--- config.mk ---
export PLATFORM = sky130hd
export DESIGN_NAME = iid_top
export DESIGN_NICKNAME = d
export VERILOG_FILES = /design/src/include/iid_pkg.sv /design/src/rtl/iid_crc16.sv /design/src/rtl/iid_ident.sv /design/src/rtl/iid_top.sv
export VERILOG_INCLUDE_DIRS = /design/src /design/src/include
export SDC_FILE = /design/constraint.sdc
export NUM_CORES = 1
export LEC_CHECK = 0
export ABC_AREA = 1
export BUFFER_PORTS_ARGS = -buffer_cell sky130_fd_sc_hd__buf_2
export CAP_MARGIN = 20
export CORE_ASPECT_RATIO = 0.9
export CORE_MARGIN = 2
export CORE_UTILIZATION = 25
export DETAILED_ROUTE_END_ITERATION = 7
export SLEW_MARGIN = 25
export SYNTH_ARGS = -nofsm -noshare
export SYNTH_HDL_FRONTEND = slang
export SYNTH_SLANG_ARGS = --single-unit
export TNS_END_PERCENT = 5
--- constraint.sdc ---
create_clock -name clock -period 2.95 [get_ports clock]
set_input_delay 0.295 -clock clock [delete_from_list [all_inputs] [get_ports clock]]
set_output_delay 0.295 -clock clock [all_outputs]
set_load 0.005 [all_outputs]
--- src/include/iid_defs.svh ---
/*
 * Register offsets, field positions, reset values and checksum constants
 * for the interface identifier block.
 * Assumes byte addressing on a 32-bit register port; included by bare name.
 */
`ifndef IID_DEFS_SVH
`define IID_DEFS_SVH

// Byte offsets of the 32-bit register words
`define IID_OFF_ID_LO 8'h00
`define IID_OFF_ID_HI 8'h04
`define IID_OFF_CSUM_EN 8'h08
`define IID_OFF_CSUM_RES 8'h0c

// Field positions inside the 64-bit identifier
`define IID_POS_DEVICE 48
`define IID_POS_VENDOR 32
`define IID_POS_REVISION 24
`define IID_POS_CAPABLE 23
`define IID_POS_RSVD 20

// Reset and fixed read values
`define IID_RST_CSUM_EN 1'b0
`define IID_RST_CSUM_RES 16'h0000
`define IID_ABSENT_READ 32'h0000_00ff
`define IID_UNMAPPED_READ 32'h0000_0000

// Checksum: CRC-16 seed and polynomial
`define IID_CRC_SEED 16'hffff
`define IID_CRC_POLY 16'h1021

// Cycles from the last byte of a frame to the published result
`define IID_RESULT_LAT 1

`endif

--- src/include/iid_pkg.sv ---
/*
 * Types for the interface identifier block: bus request, byte stream,
 * identifier layout and checksum frame states.
 * Assumes nothing beyond a SystemVerilog compiler.
 */
package iid_pkg;

	typedef struct packed {
		logic [7:0] addr;
		logic [31:0] wdata;
		logic wr;
		logic rd;
	} iid_req_s;

	typedef struct packed {
		logic valid;
		logic first;
		logic last;
		logic [7:0] data;
	} iid_stream_s;

	typedef struct packed {
		logic [15:0] device_code;
		logic [15:0] vendor_code;
		logic [7:0] revision_code;
		logic checksum_capable;
		logic [2:0] reserved;
		logic [19:0] lower;
	} iid_ident_s;

	typedef enum logic {
		iid_idle,
		iid_in_frame
	} iid_frame_e;

endpackage

--- src/rtl/iid_crc16.sv ---
/*
 * Byte-wide CRC-16 accumulator for command and response data.
 * Assumes the caller decides which bytes belong to a frame.
 */
`timescale 1ns/1ps
`include "iid_defs.svh"

module iid_crc16 (
	input wire logic clock,
	input wire logic arst_n,
	input wire logic start,
	input wire logic take,
	input wire logic [7:0] data,
	output logic [15:0] crc,
	output logic [15:0] crc_next
);

	function automatic logic [15:0] crc_byte(input logic [15:0] acc, input logic [7:0] b);
		logic [15:0] c;
		c = acc ^ {b, 8'h00};
		for (int i = 0; i < 8; i++) begin
			c = c[15] ? ((c << 1) ^ `IID_CRC_POLY) : (c << 1);
		end
		crc_byte = c;
	endfunction

	// A start byte folds into the seed, so a frame needs no idle cycle
	assign crc_next = crc_byte(start ? `IID_CRC_SEED : crc, data);

	always_ff @(posedge clock or negedge arst_n) begin
		if (!arst_n) begin
			crc <= `IID_CRC_SEED;
		end else if (take) begin
			crc <= crc_next;
		end
	end

endmodule // iid_crc16

--- src/rtl/iid_ident.sv ---
/*
 * Builds the constant 64-bit interface identifier from parameters.
 * Assumes the caller registers whatever it drives out of the chip.
 */
`timescale 1ns/1ps
`include "iid_defs.svh"

module iid_ident #(
	parameter logic [15:0] DEVICE_CODE = 16'h0001,
	parameter logic [15:0] VENDOR_CODE = 16'h5a5a,
	parameter logic [7:0] REVISION_CODE = 8'h01,
	parameter bit CHECKSUM_CAPABLE = 1'b1,
	parameter logic [19:0] LOWER_FIELDS = 20'h00000
) (
	output iid_pkg::iid_ident_s ident
);

	// Most significant byte of the code lands in the low field byte
	function automatic logic [15:0] big_endian(input logic [15:0] code);
		big_endian = {code[7:0], code[15:8]};
	endfunction

	assign ident.device_code = DEVICE_CODE;
	assign ident.vendor_code = big_endian(VENDOR_CODE);
	assign ident.revision_code = REVISION_CODE;
	assign ident.checksum_capable = CHECKSUM_CAPABLE;
	assign ident.reserved = 3'h0;
	assign ident.lower = LOWER_FIELDS;

endmodule // iid_ident

--- src/rtl/iid_top.sv ---
/*
 * Interface identifier register with optional data checksum registers.
 * Assumes a same-clock register master (one-cycle strobes, read data one
 * cycle later) and a same-clock byte stream marking frame first and last.
 */
// Notes on behaviour
// RULE_01: Writes to the checksum capability bit are dropped; its value never changes.
// RULE_02: Without checksum capability, reads of both checksum registers return 0xFF.
// RULE_03: With checksum capability, enable and result registers both exist and respond.
// RULE_04: Vendor code sits in bits 47:32, most significant byte in the low field byte.
// RULE_05: Revision code is read-only in identifier bits 31:24.
// RULE_06: Bit 23 reports checksum capability; the enable register switches checksums on.
// RULE_07: The checksum always covers a whole command or response frame, never part.
// RULE_08: Reserved bits 22:20 read zero, device code in 63:48, writes to both ignored.
`timescale 1ns/1ps
`include "iid_defs.svh"

module iid_top #(
	parameter int DEVICE_CODE = 16'h0001,
	parameter int VENDOR_CODE = 16'h5a5a, // Arbitrary value
	parameter int REVISION_CODE = 8'h01,
	parameter int CHECKSUM_CAPABLE = 1,
	parameter int LOWER_FIELDS = 20'h00000
) (
	input wire logic clock,
	input wire logic arst_n,
	input wire iid_pkg::iid_req_s bus,
	output logic [31:0] rd_data,
	input wire iid_pkg::iid_stream_s stream,
	output logic csum_enable,
	output logic [15:0] csum_result,
	output logic csum_done
);

	if (DEVICE_CODE < 0 || DEVICE_CODE > 16'hffff) begin : g_chk_dev
		$error("DEVICE_CODE must fit in 16 bits");
	end
	if (VENDOR_CODE < 0 || VENDOR_CODE > 16'hffff) begin : g_chk_ven
		$error("VENDOR_CODE must fit in 16 bits");
	end
	if (REVISION_CODE < 0 || REVISION_CODE > 8'hff) begin : g_chk_rev
		$error("REVISION_CODE must fit in 8 bits");
	end
	if (CHECKSUM_CAPABLE != 0 && CHECKSUM_CAPABLE != 1) begin : g_chk_cap
		$error("CHECKSUM_CAPABLE must be 0 or 1");
	end
	if (LOWER_FIELDS < 0 || LOWER_FIELDS > 20'hfffff) begin : g_chk_low
		$error("LOWER_FIELDS must fit in 20 bits");
	end

	localparam logic CAP = CHECKSUM_CAPABLE[0];
	localparam logic [15:0] VENDOR = VENDOR_CODE[15:0];

	iid_pkg::iid_ident_s ident;
	iid_pkg::iid_frame_e frame_state;
	logic [63:0] ident_word;
	logic [15:0] crc_acc;
	logic [15:0] crc_next;
	logic crc_start;
	logic crc_take;
	logic frame_finish;
	logic frame_abort;

	function automatic logic hit(input iid_pkg::iid_req_s r, input logic [7:0] off);
		hit = (r.addr == off);
	endfunction

	iid_ident #(
		.DEVICE_CODE(DEVICE_CODE[15:0]),
		.VENDOR_CODE(VENDOR),
		.REVISION_CODE(REVISION_CODE[7:0]),
		.CHECKSUM_CAPABLE(CAP),
		.LOWER_FIELDS(LOWER_FIELDS[19:0])
	) u_ident (
		.ident(ident)
	);

	// Identifier is wired from constants, so there is no write path at all
	assign ident_word = ident; // RULE_01 RULE_08

	// Enable register exists only on capable parts
	always_ff @(posedge clock or negedge arst_n) begin
		if (!arst_n) begin
			csum_enable <= `IID_RST_CSUM_EN;
		end else if (bus.wr && hit(bus, `IID_OFF_CSUM_EN) && CAP) begin
			csum_enable <= bus.wdata[0]; // RULE_03 RULE_06
		end
	end

	// A frame counts only if checksumming was on from its first byte
	assign crc_start = stream.valid && stream.first && csum_enable;
	assign crc_take = crc_start || (stream.valid && frame_state == iid_pkg::iid_in_frame && csum_enable);
	assign frame_finish = crc_take && stream.last; // RULE_07
	assign frame_abort = frame_state == iid_pkg::iid_in_frame && !csum_enable;

	always_ff @(posedge clock or negedge arst_n) begin
		if (!arst_n) begin
			frame_state <= iid_pkg::iid_idle;
		end else begin
			case (frame_state)
				iid_pkg::iid_idle: begin
					if (crc_start && !stream.last) begin
						frame_state <= iid_pkg::iid_in_frame;
					end
				end
				iid_pkg::iid_in_frame: begin
					// Disabling mid-frame drops the partial sum unpublished
					if (frame_finish || frame_abort) begin
						frame_state <= iid_pkg::iid_idle; // RULE_07
					end
				end
				default: begin
					frame_state <= iid_pkg::iid_idle;
				end
			endcase
		end
	end

	iid_crc16 u_crc (
		.clock(clock),
		.arst_n(arst_n),
		.start(crc_start),
		.take(crc_take),
		.data(stream.data),
		.crc(crc_acc),
		.crc_next(crc_next)
	);

	// Result updates only at a frame's last byte
	always_ff @(posedge clock or negedge arst_n) begin
		if (!arst_n) begin
			csum_result <= `IID_RST_CSUM_RES;
		end else if (frame_finish) begin
			csum_result <= crc_next; // RULE_07
		end
	end

	always_ff @(posedge clock or negedge arst_n) begin
		if (!arst_n) begin
			csum_done <= 1'b0;
		end else begin
			csum_done <= frame_finish;
		end
	end

	// Read data stand only in the cycle after the strobe
	always_ff @(posedge clock or negedge arst_n) begin
		if (!arst_n) begin
			rd_data <= `IID_UNMAPPED_READ;
		end else if (!bus.rd) begin
			rd_data <= `IID_UNMAPPED_READ;
		end else if (hit(bus, `IID_OFF_ID_LO)) begin
			rd_data <= ident_word[31:0]; // RULE_05 RULE_06 RULE_08
		end else if (hit(bus, `IID_OFF_ID_HI)) begin
			rd_data <= ident_word[63:32]; // RULE_04 RULE_08
		end else if (hit(bus, `IID_OFF_CSUM_EN)) begin
			rd_data <= CAP ? {31'h0000_0000, csum_enable} : `IID_ABSENT_READ; // RULE_02 RULE_03
		end else if (hit(bus, `IID_OFF_CSUM_RES)) begin
			rd_data <= CAP ? {16'h0000, csum_result} : `IID_ABSENT_READ; // RULE_02 RULE_03
		end else begin
			rd_data <= `IID_UNMAPPED_READ;
		end
	end
endmodule // iid_top

==> flow_summary.yaml, run 1 <==
status:
  status: "finished clean"
clock_tree:
  insertion_delay_ns: 0.29
  clkTransAtPathRegs_ns: 0.07
  cts_tree: "built"
  cts_buffers: 5
  ctsHoldBuffers: 1
  htreeDepth: 2
  root_buffer: "clkbuf_16"
  clock_sinks: 53
  cts_max_path_buffers: 2
  ctsResizeCount: 0
  post_cts_buffers: 0
sta:
  whs_ns: 0.192
  setup_violations: 0
  fmax_mhz: 518
  maxSlewViolCount: 0
  fin_setup_tns_ns: 0
  post-route-period-util_pct: 65.4
  skew_ns: 0.00730
  rsz0062_at_grt: "no"
  period_needed_ns: 1.93
  layout_setup_ws_ns: 1.02
  finalHoldViolCount: 0
place:
  dpl.hpwl_mm: 4.99
  place_ws_ns: 1.01
  io_buffers: 60
  postPlaceCellArea_um2: 3110
  place_congestion: 0.801
grt:
  track_usage_pct: 11.4
  grt_max_degree: 34
  grt_pass1_vias: 2203
  grt_antenna_before_repair: 1
  overflow: 0
  grt_pass1_wl_mm: 10.6
flow_run:
  cap_viol_max_count: 0
min_path:
  whs_endpoint: "csum_enable"
  min_path_cells: 2
  hp-start: "bus[1]"
  hold_class: "in -> reg"
setup_path:
  arrival_ns: 2.10
  r2r_slack_ns: 1.02
  cp-end-kind: "flip-flop"
  r2r-start: "csum_enable"
  required_ns: 3.12
  worstSetupPathType: "reg -> reg"
  crit_path_start_kind: "flip-flop"
  reg2reg_depth: 10
  cp_max_fo: 22
  rr_endpoint: "csum_result[8]"
final_layout:
  final-seq-area_um2: 1350
  nFillCells: 1146
  area_growth_pct: 19.9
  n_antenna_cell: 0
  final_cell_area_um2: 3270
  final_nets: 472
  multiInputGateArea_um2: 1130
  final_layout_size_suffix_gt1_share_pct: 25.1
synth:
  synth_mux_area_share_pct: 0
  yosys.area_share.simple_pct: 33.6
  ys.flop_type: "dfrtp_1"
  synth_top_family_by_area: "simple AND/OR/NAND/NOR gates"
  synth_edf_count: 0
  ys_top_cells_by_count: "nand2_1 (144), dfrtp_1 (37), inv_1 (34)"
  yosys_warnings: 0
  synth-async-reset-ratio_pct: 100
  synth_top_area_share_pct: 34.0
  yosysTopAreaCell: "dfrtp_1"
  syn_avg_cell_area_um2: 7.67
  ys_seq_area_share_pct: 49.4
  synth_xor_xnor_area_share_pct: 0.965
  synthCells: 355
  synth_cell_types: 26
  synth_area_leaders: "dfrtp_1 (34%), nand2_1 (20%), dfstp_2 (15%), nand3_1 (6.1%), inv_1 (4.7%)"
  synth.ff_latch_count: 53
  synth-adder-area-share_pct: 0
  synth_compound_area_share_pct: 5.28
  synth.most_common_cell: "nand2_1"
  synth.cell_area_um2: 2720
routing:
  ant_nets: 0
  num_vias: 2356
  via_per_inst: 4.28
  dr.pass1.iters: 4
  drc: 0
  drt-initial-drc-count: 154
  wl_mm: 6.36
  wl_per_cell_um: 11.5
power_and_ir_drop:
  p_int_mw: 1.51
  switchingPower_uw: 832
  peakVddDrop_uv: 337
  p_leak_nw: 1.83
  total_power_mw: 2.34
  power_frac_clock_pct: 24.4
  switching_share_pct: 35.5
  p_comb_share_pct: 32.1
  p_seq_share_pct: 43.5
  powerDensity_nw_per_um2: 717
floorplanning:
  dieArea_um2: 11700
  die_y_um: 103
  rows: 36
  core_um2: 10700
  initial_core_util_pct: 25.4
  io_pins: 105
  die_w_um: 114
==> layout make-up <==
class                   instances  share of cell area, %
inverters                      38                   4.37
well taps                     133                   5.09
clock buffers                   6                   3.94
flip-flops and latches         53                   41.2
clock inverters                 2                  0.460
repair buffers                 64                   10.2
multi-input cells             255                   34.7
==> cell usage in the layout (no fill, tap or decap), drive strengths merged <==
cell,netlist,final
nand2,156,156
buf,20,63
conb,1,13
clkbuf,1,6
dfstp,16,16
clkinvlp,0,2
nor2,17,17
xor2,3,3
nor4,1,1
clkinv,2,2
o31ai,1,1
nand3,35,35
nand4,1,1
o21ai,16,16
a31oi,1,1
dfrtp,37,37
nand3b,1,1
a21oi,10,10
inv,36,36
dlygate4sd3,0,1
==> layer usage <==
metal / share of wire (%) / global-route usage (%)
met3: 7.7 / 3.59
met4: 0.19 / 2.72
met5: 0.11 / 0
met1: 45 / 14.4
met2: 47 / 19.3
==> state kept, by name (all words and copies together) (netlist names) <==
| name | flops |
|---|---|
| csum_done | 1 |
| csum_enable | 1 |
| csum_result | 16 |
| frame_state | 1 |
| rd_data | 18 |
| u_crc.crc | 16 |
==> worst max-delay path by stage <==
stage                            from              to  cells past startpoint
after global placement    csum_enable  csum_result[8]                     10
after floorplan           csum_enable  csum_result[7]                      9
final                     csum_enable  csum_result[8]                     10
after detailed placement  csum_enable  csum_result[8]                     10
after CTS                 csum_enable  csum_result[8]                     10
after global routing      csum_enable  csum_result[6]                     10
==> power groups by stage <==
| stage | registers [mW] | logic (mW) | clock network, mW |
|---|---|---|---|
| 2_1_floorplan | 1.01 | 0.551 | 0 |
| 3_3_place_gp | 1.03 | 0.723 | 0 |
| 3_5_place_dp | 1.03 | 0.754 | 0 |
| 4_1_cts | 1.02 | 0.757 | 0.592 |
| 5_1_grt | 1.04 | 0.867 | 0.622 |
| 6_report | 1.02 | 0.753 | 0.571 |
==> metrics by stage <==
step,utilization [%],cells
finish,30.5,551
global route,30.5,551
floorplan,-,367
global placement,29.0,542
detailed placement,29.0,542
CTS,30.5,551
==> worst max-delay path, cell delays in order, from the launching register on <==
cell and delay [ns]:
dfrtp_1 0.46, nand3_2 0.40, buf_4 0.34, nand2_1 0.06
nand2_1 0.07, nand2_1 0.07, nand2_2 0.06, nand2_2 0.11
nand2_1 0.08, nand3_1 0.09, nand2_1 0.06
==> logic make-up after synthesis <==
logic type      count (synthesis)
flops                          53
other cells                     1
simple gates                  211
compound gates                 28
buf+inv                        59
xor+xnor                        3
(Power assumes the default switching activity.)
==> run 2: changes to the inputs <==
--- a/config.mk
+++ b/config.mk
@@ -6,7 +6,7 @@
 export SDC_FILE = /design/constraint.sdc
 export NUM_CORES = 1
 export LEC_CHECK = 0
-export ABC_AREA = 1
+export ABC_AREA = 0
 export BUFFER_PORTS_ARGS = -buffer_cell sky130_fd_sc_hd__buf_2
 export CAP_MARGIN = 20
 export CORE_ASPECT_RATIO = 0.9
==> constraint.sdc (replaced) <==
create_clock -name clock -period 2 [get_ports clock]
set_input_delay 0.2 -clock clock [delete_from_list [all_inputs] [get_ports clock]]
set_output_delay 0.2 -clock clock [all_outputs]
set_load 0.005 [all_outputs]
==> run 2 against run 1 <==
- non-clock buffer count increased by 6
- critical path type unchanged
- first-iteration DRC count decreased by 36%
- highest routed layer is now met4
- register-to-register slack got worse by 0.77 ns
- combinational power increased by 25%
- die area decreased by 3.2%
==> flow_summary.yaml, run 2 <==
status:
  status: "finished clean"
routing:
  drc: 0
  dr.pass1.iters: 4
  wl_per_cell_um: 13.1
  ant_nets: 0
  via_per_inst: 4.32
  num_vias: 1922
  wl_mm: 5.85
  drt-initial-drc-count: 98
final_layout:
  final-seq-area_um2: 1350
  regMostFlops: "rd_data"
  final_nets: 370
  top_regs: "rd_data x18, csum_result x16, u_crc.crc x16"
  final_layout_size_suffix_gt1_share_pct: 31.0
  largest_reg_flops: 18
  n_antenna_cell: 0
  area_growth_pct: 22.6
  final_cell_mix: "buf_2 (60), dfrtp_1 (37), nand2_1 (35)"
  nFillCells: 1084
  multiInputGateArea_um2: 1150
  final_common_cell: "buf_2"
  final_cell_area_um2: 3230
setup_path:
  slowest_stage: "dfstp_2"
  r2r_slack_ns: 0.26
  max_stage_delay_ns: 0.55
  cp_max_fo: 3
  cp-end-kind: "flip-flop"
  required_ns: 2.22
  cpLargestDelayFamily: "XOR/XNOR gates"
  crit_chain: "xor3_1, nor2_1, xnor3_1, o21ai_0"
  crit_path_start_kind: "flip-flop"
  reg2reg_depth: 4
  rr_endpoint: "u_crc.crc[12]"
  arrival_ns: 1.96
  worstSetupPathType: "reg -> reg"
  r2r-start: "u_crc.crc[8]"
  cp.buffers_inverters: 0
min_path:
  hp-start: "bus[2]"
  hold_class: "in -> reg"
  min_path_cells: 2
  whs_endpoint: "csum_enable"
floorplanning:
  die_w_um: 112
  io_pins: 105
  initial_core_util_pct: 25.7
  rows: 35
  die_y_um: 101
  core_um2: 10200
  dieArea_um2: 11400
synth:
  synth_top_area_share_pct: 35.2
  ys_top_cells_by_count: "dfrtp_1 (37), nand2_1 (35), o21ai_0 (31)"
  synth_edf_count: 0
  yosys_warnings: 0
  ys_seq_area_share_pct: 51.1
  synth_cell_types: 34
  yosysTopAreaCell: "dfrtp_1"
  synth.ff_latch_count: 53
  synth.cell_area_um2: 2630
  ys.flop_type: "dfrtp_1"
  synth_area_leaders: "dfrtp_1 (35%), dfstp_2 (16%), xnor2_1 (6.0%), xnor3_1 (6.0%), o21ai_0 (5.9%)"
  synthCells: 251
  syn_avg_cell_area_um2: 10.5
  synth-async-reset-ratio_pct: 100
  synth.most_common_cell: "dfrtp_1"
place:
  io_buffers: 60
  place_congestion: 0.751
  dpl.hpwl_mm: 4.49
  postPlaceCellArea_um2: 3070
sta:
  worst_pin_slew_ns: 0.530
  whs_ns: 0.142
  rsz0062_at_grt: "no"
  setup_violations: 0
  skew_ns: 0.00952
  max_slew_margin_pct: 64.7
  finalHoldViolCount: 0
  fin_setup_tns_ns: 0
  period_needed_ns: 1.74
  maxSlewViolCount: 0
  post-route-period-util_pct: 87.2
  fmax_mhz: 573
grt:
  grt_max_degree: 34
  overflow: 0
  track_usage_pct: 10.6
  grt_antenna_before_repair: 0
  grt_pass1_vias: 1915
  grt_pass1_wl_mm: 9.51
clock_tree:
  root_buffer: "clkbuf_16"
  post_cts_buffers: 0
  clock_sinks: 53
  cts_buffers: 5
  insertion_delay_ns: 0.30
  clkTransAtPathRegs_ns: 0.07
  cts_tree: "built"
  htreeDepth: 2
  cts_max_path_buffers: 2
power_and_ir_drop:
  powerDensity_nw_per_um2: 982
  peakVddDrop_uv: 358
  p_leak_nw: 1.57
flow_run:
  cap_viol_max_count: 0
-- run 2: cell types whose count changed after synthesis, moves of 4 or more --
| cell | change |
|---|---|
| buf_2 | -4 |
| clkbuf_1 | +9 |
| nor2_1 | -4 |
| inv_1 | -25 |
| a31oi_1 | +4 |
| o21ai_1 | -7 |
| xnor2_1 | +18 |
| nand2_1 | -109 |
| xor2_1 | +4 |
| nand3_1 | -27 |
| xnor3_1 | +7 |
| and2_1 | +7 |
| nand2_2 | -11 |
| o21ai_0 | +22 |
-- run 2: repair_timing --
action	4_1_cts	5_1_grt
hold endpoints to repair	14	0
resized for setup	0	0
hold buffers	1	0
-- run 2: stage by stage --
| step | total power, mW | util, % | setup WS (ns) | std cells |
|---|---|---|---|---|
| after CTS | 3.22 | 31.5 | 0.234 | 445 |
| after global routing | 3.37 | 31.5 | 0.104 | 445 |
| after global placement | 2.31 | 30.0 | 0.163 | 436 |
| after detailed placement | 2.33 | 30.0 | 0.127 | 436 |
| after floorplan | 2.06 | - | 0.269 | 263 |
| final | 3.17 | 31.5 | 0.255 | 445 |
-- run 2: cell families (layout without fill, tap and decap cells) --
| family | after synthesis | in the layout | share of synthesized area [%] |
|---|---|---|---|
| other cells | 1 | 13 | 0.142 |
| compound gates | 55 | 55 | 11.6 |
| buf+inv | 34 | 87 | 6.89 |
| simple gates | 71 | 71 | 13.0 |
| mux | 3 | 3 | 1.19 |
| xor+xnor | 34 | 34 | 16.1 |
| flops | 53 | 53 | 51.1 |
-- run 2: worst max path at each step --
stage,start,endpoint,slack (ns),cells after the start
global placement,bus[39],rd_data[5],0.16,5
detailed placement,bus[39],rd_data[10],0.13,5
CTS,csum_enable,csum_result[8],0.23,4
global route,csum_enable,csum_result[7],0.10,4
floorplan,u_crc.crc[12],u_crc.crc[12],0.27,5
finish,u_crc.crc[8],u_crc.crc[12],0.26,4
-- run 2: where the power goes --
group / internal, mW / switching, mW / total (mW)
logic: 0.488 / 0.452 / 0.940
clock network: 0.466 / 0.394 / 0.861
registers: 1.25 / 0.117 / 1.37
-- run 2: area by class of cell --
class | count | share of cell area [%]
sequential | 53 | 41.7
multi-input combinational | 176 | 35.6
timing repair buffer | 70 | 12.1
tap | 129 | 5.00
clock buffer | 5 | 3.87
inverter | 9 | 1.05
clock inverter | 3 | 0.659
-- run 2: layer usage --
layer | share of wire [%] | global-route usage, % | wire, µm
met5 | 0 | 0 | 0
met1 | 44 | 13.5 | 2550
met4 | 1.3 | 3.19 | 78
met3 | 6.7 | 2.75 | 389
met2 | 48 | 18.0 | 2830
==> run 3: changes to the inputs <==
==> constraint.sdc (replaced) <==
create_clock -name clock -period 1.6 [get_ports clock]
set_input_delay 0.16 -clock clock [delete_from_list [all_inputs] [get_ports clock]]
set_output_delay 0.16 -clock clock [all_outputs]
set_load 0.005 [all_outputs]
==> run 3 against run 2 <==
- core utilization is 2.2 points higher
- worst hold slack worse by 0.035 ns
- largest cell class unchanged
- cell count is 3.8% higher
- clock skew is 0.0069 ns lower
- critical endpoint is now csum_result[5]
==> flow_summary.yaml, run 3 (synthesis gave the netlist of run 2 again) <==
final_layout:
  nFillCells: 1079
  fin_cells: 462
  final_cell_mix: "buf_2 (60), dfrtp_1 (37), nand2_1 (35)"
  area_growth_pct: 31.2
  final_common_cell: "buf_2"
  final-seq-area_um2: 1350
  utilization_pct: 33.7
  final_nets: 387
  largest_reg_flops: 18
  final_layout_size_suffix_gt1_share_pct: 37.8
  multiInputGateArea_um2: 1220
  n_antenna_cell: 0
  top_regs: "rd_data x18, csum_result x16, u_crc.crc x16"
  regMostFlops: "rd_data"
setup_path:
  reg2reg_depth: 5
  slowest_stage: "dfrtp_1"
  crit_path_start_kind: "flip-flop"
  r2r-start: "csum_enable"
  worstSetupPathType: "reg -> reg"
  max_stage_delay_ns: 0.43
  crit_chain: "buf_4, a31oi_2, xnor2_2, xnor3_1, o21ai_0"
  cp-end-kind: "flip-flop"
  cp_max_fo: 4
  cpLargestDelayFamily: "XOR/XNOR gates"
  arrival_ns: 1.77
  cp.buffers_inverters: 1
  rr_endpoint: "csum_result[5]"
  r2r_slack_ns: 0.04
  required_ns: 1.81
min_path:
  hp-start: "bus[2]"
  hold_class: "in -> reg"
  min_path_cells: 2
  whs_endpoint: "csum_enable"
place:
  dp.cells: 451
  place_ws_ns: -0.181
  io_buffers: 60
  place_congestion: 0.787
  dpl.hpwl_mm: 4.55
sta:
  layout_setup_ws_ns: 0.0405
  finalHoldViolCount: 0
  skew_ns: 0.00261
  rsz0062_at_grt: "yes"
  setup_violations: 0
  post-route-period-util_pct: 97.5
  maxSlewViolCount: 0
  fmax_mhz: 641
  period_needed_ns: 1.56
  fin_setup_tns_ns: 0
floorplanning:
  dieArea_um2: 11400
  rows: 35
  die_y_um: 101
  io_pins: 105
  die_w_um: 112
  initial_core_util_pct: 25.7
  core_um2: 10200
status:
  status: "finished clean"
routing:
  drc: 0
  via_per_inst: 4.32
  drt-initial-drc-count: 158
  num_vias: 1994
  ant_nets: 0
  dr.pass1.iters: 4
  wl_per_cell_um: 13.0
  wl_mm: 6.00
clock_tree:
  insertion_delay_ns: 0.29
  cts_buffers: 5
  root_buffer: "clkbuf_16"
  clock_sinks: 53
  cts_tree: "built"
  htreeDepth: 2
  cts_max_path_buffers: 2
  clkTransAtPathRegs_ns: 0.07
grt:
  grt_pass1_vias: 1977
  overflow: 0
  grt_pass1_wl_mm: 9.97
  track_usage_pct: 11.0
  grt_antenna_before_repair: 0
  grt_max_degree: 54
flow_run:
  cap_viol_max_count: 0
power_and_ir_drop:
  p_leak_nw: 1.69
  total_power_mw: 4.33
  powerDensity_nw_per_um2: 1250
  peakVddDrop_uv: 522
==> run 3: layout make-up <==
| cell class | instances | area share [%] |
|---|---|---|
| flip-flops and latches | 53 | 39.0 |
| multi-input cells | 176 | 35.2 |
| clock buffers | 6 | 3.73 |
| clock inverters | 2 | 1.12 |
| repair buffers | 87 | 15.4 |
| well taps | 129 | 4.67 |
| inverters | 9 | 0.978 |
==> run 3: per-layer routing <==
metal	routed length, µm	share of wire, %	global-route usage (%)
met2	2930	49	19.0
met4	76	1.3	3.38
met1	2650	44	13.4
met3	346	5.8	3.35
met5	0	0	0
==> run 3: through the flow <==
| stage | hold WS (ns) | area (µm²) |
|---|---|---|
| final | 0.107 | 3460 |
| after global routing | 0.113 | 3460 |
| after global placement | 0.180 | 3200 |
| after floorplan | -0.136 | 2690 |
| after CTS | 0.105 | 3400 |
| after detailed placement | 0.181 | 3200 |
==> run 3: how the worst max path moves through the flow <==
| stage | startpoint | to | slack [ns] | cells after the start |
|---|---|---|---|---|
| floorplan | u_crc.crc[12] | u_crc.crc[12] | -0.003 | 5 |
| global placement | bus[39] | rd_data[7] | -0.15 | 5 |
| detailed placement | bus[39] | rd_data[10] | -0.18 | 5 |
| CTS | csum_enable | u_crc.crc[6] | -0.02 | 5 |
| global route | csum_enable | csum_result[5] | -0.04 | 5 |
| finish | csum_enable | csum_result[5] | 0.04 | 5 |
==> run 3: report_power, final <==
part           internal (mW)  switching, mW
sequential              1.57          0.137
combinational          0.744          0.670
clock                  0.742          0.473
total                   3.05           1.28
==> run 3: timing repair <==
action                                  in CTS  in global routing
hold endpoints to repair                    37                  0
endpoints found under the setup margin       6                 18
gates resized for setup                      5                 18
hold buffers                                 1                  0
pin swaps                                    5                  9
setup buffers                                2                  1
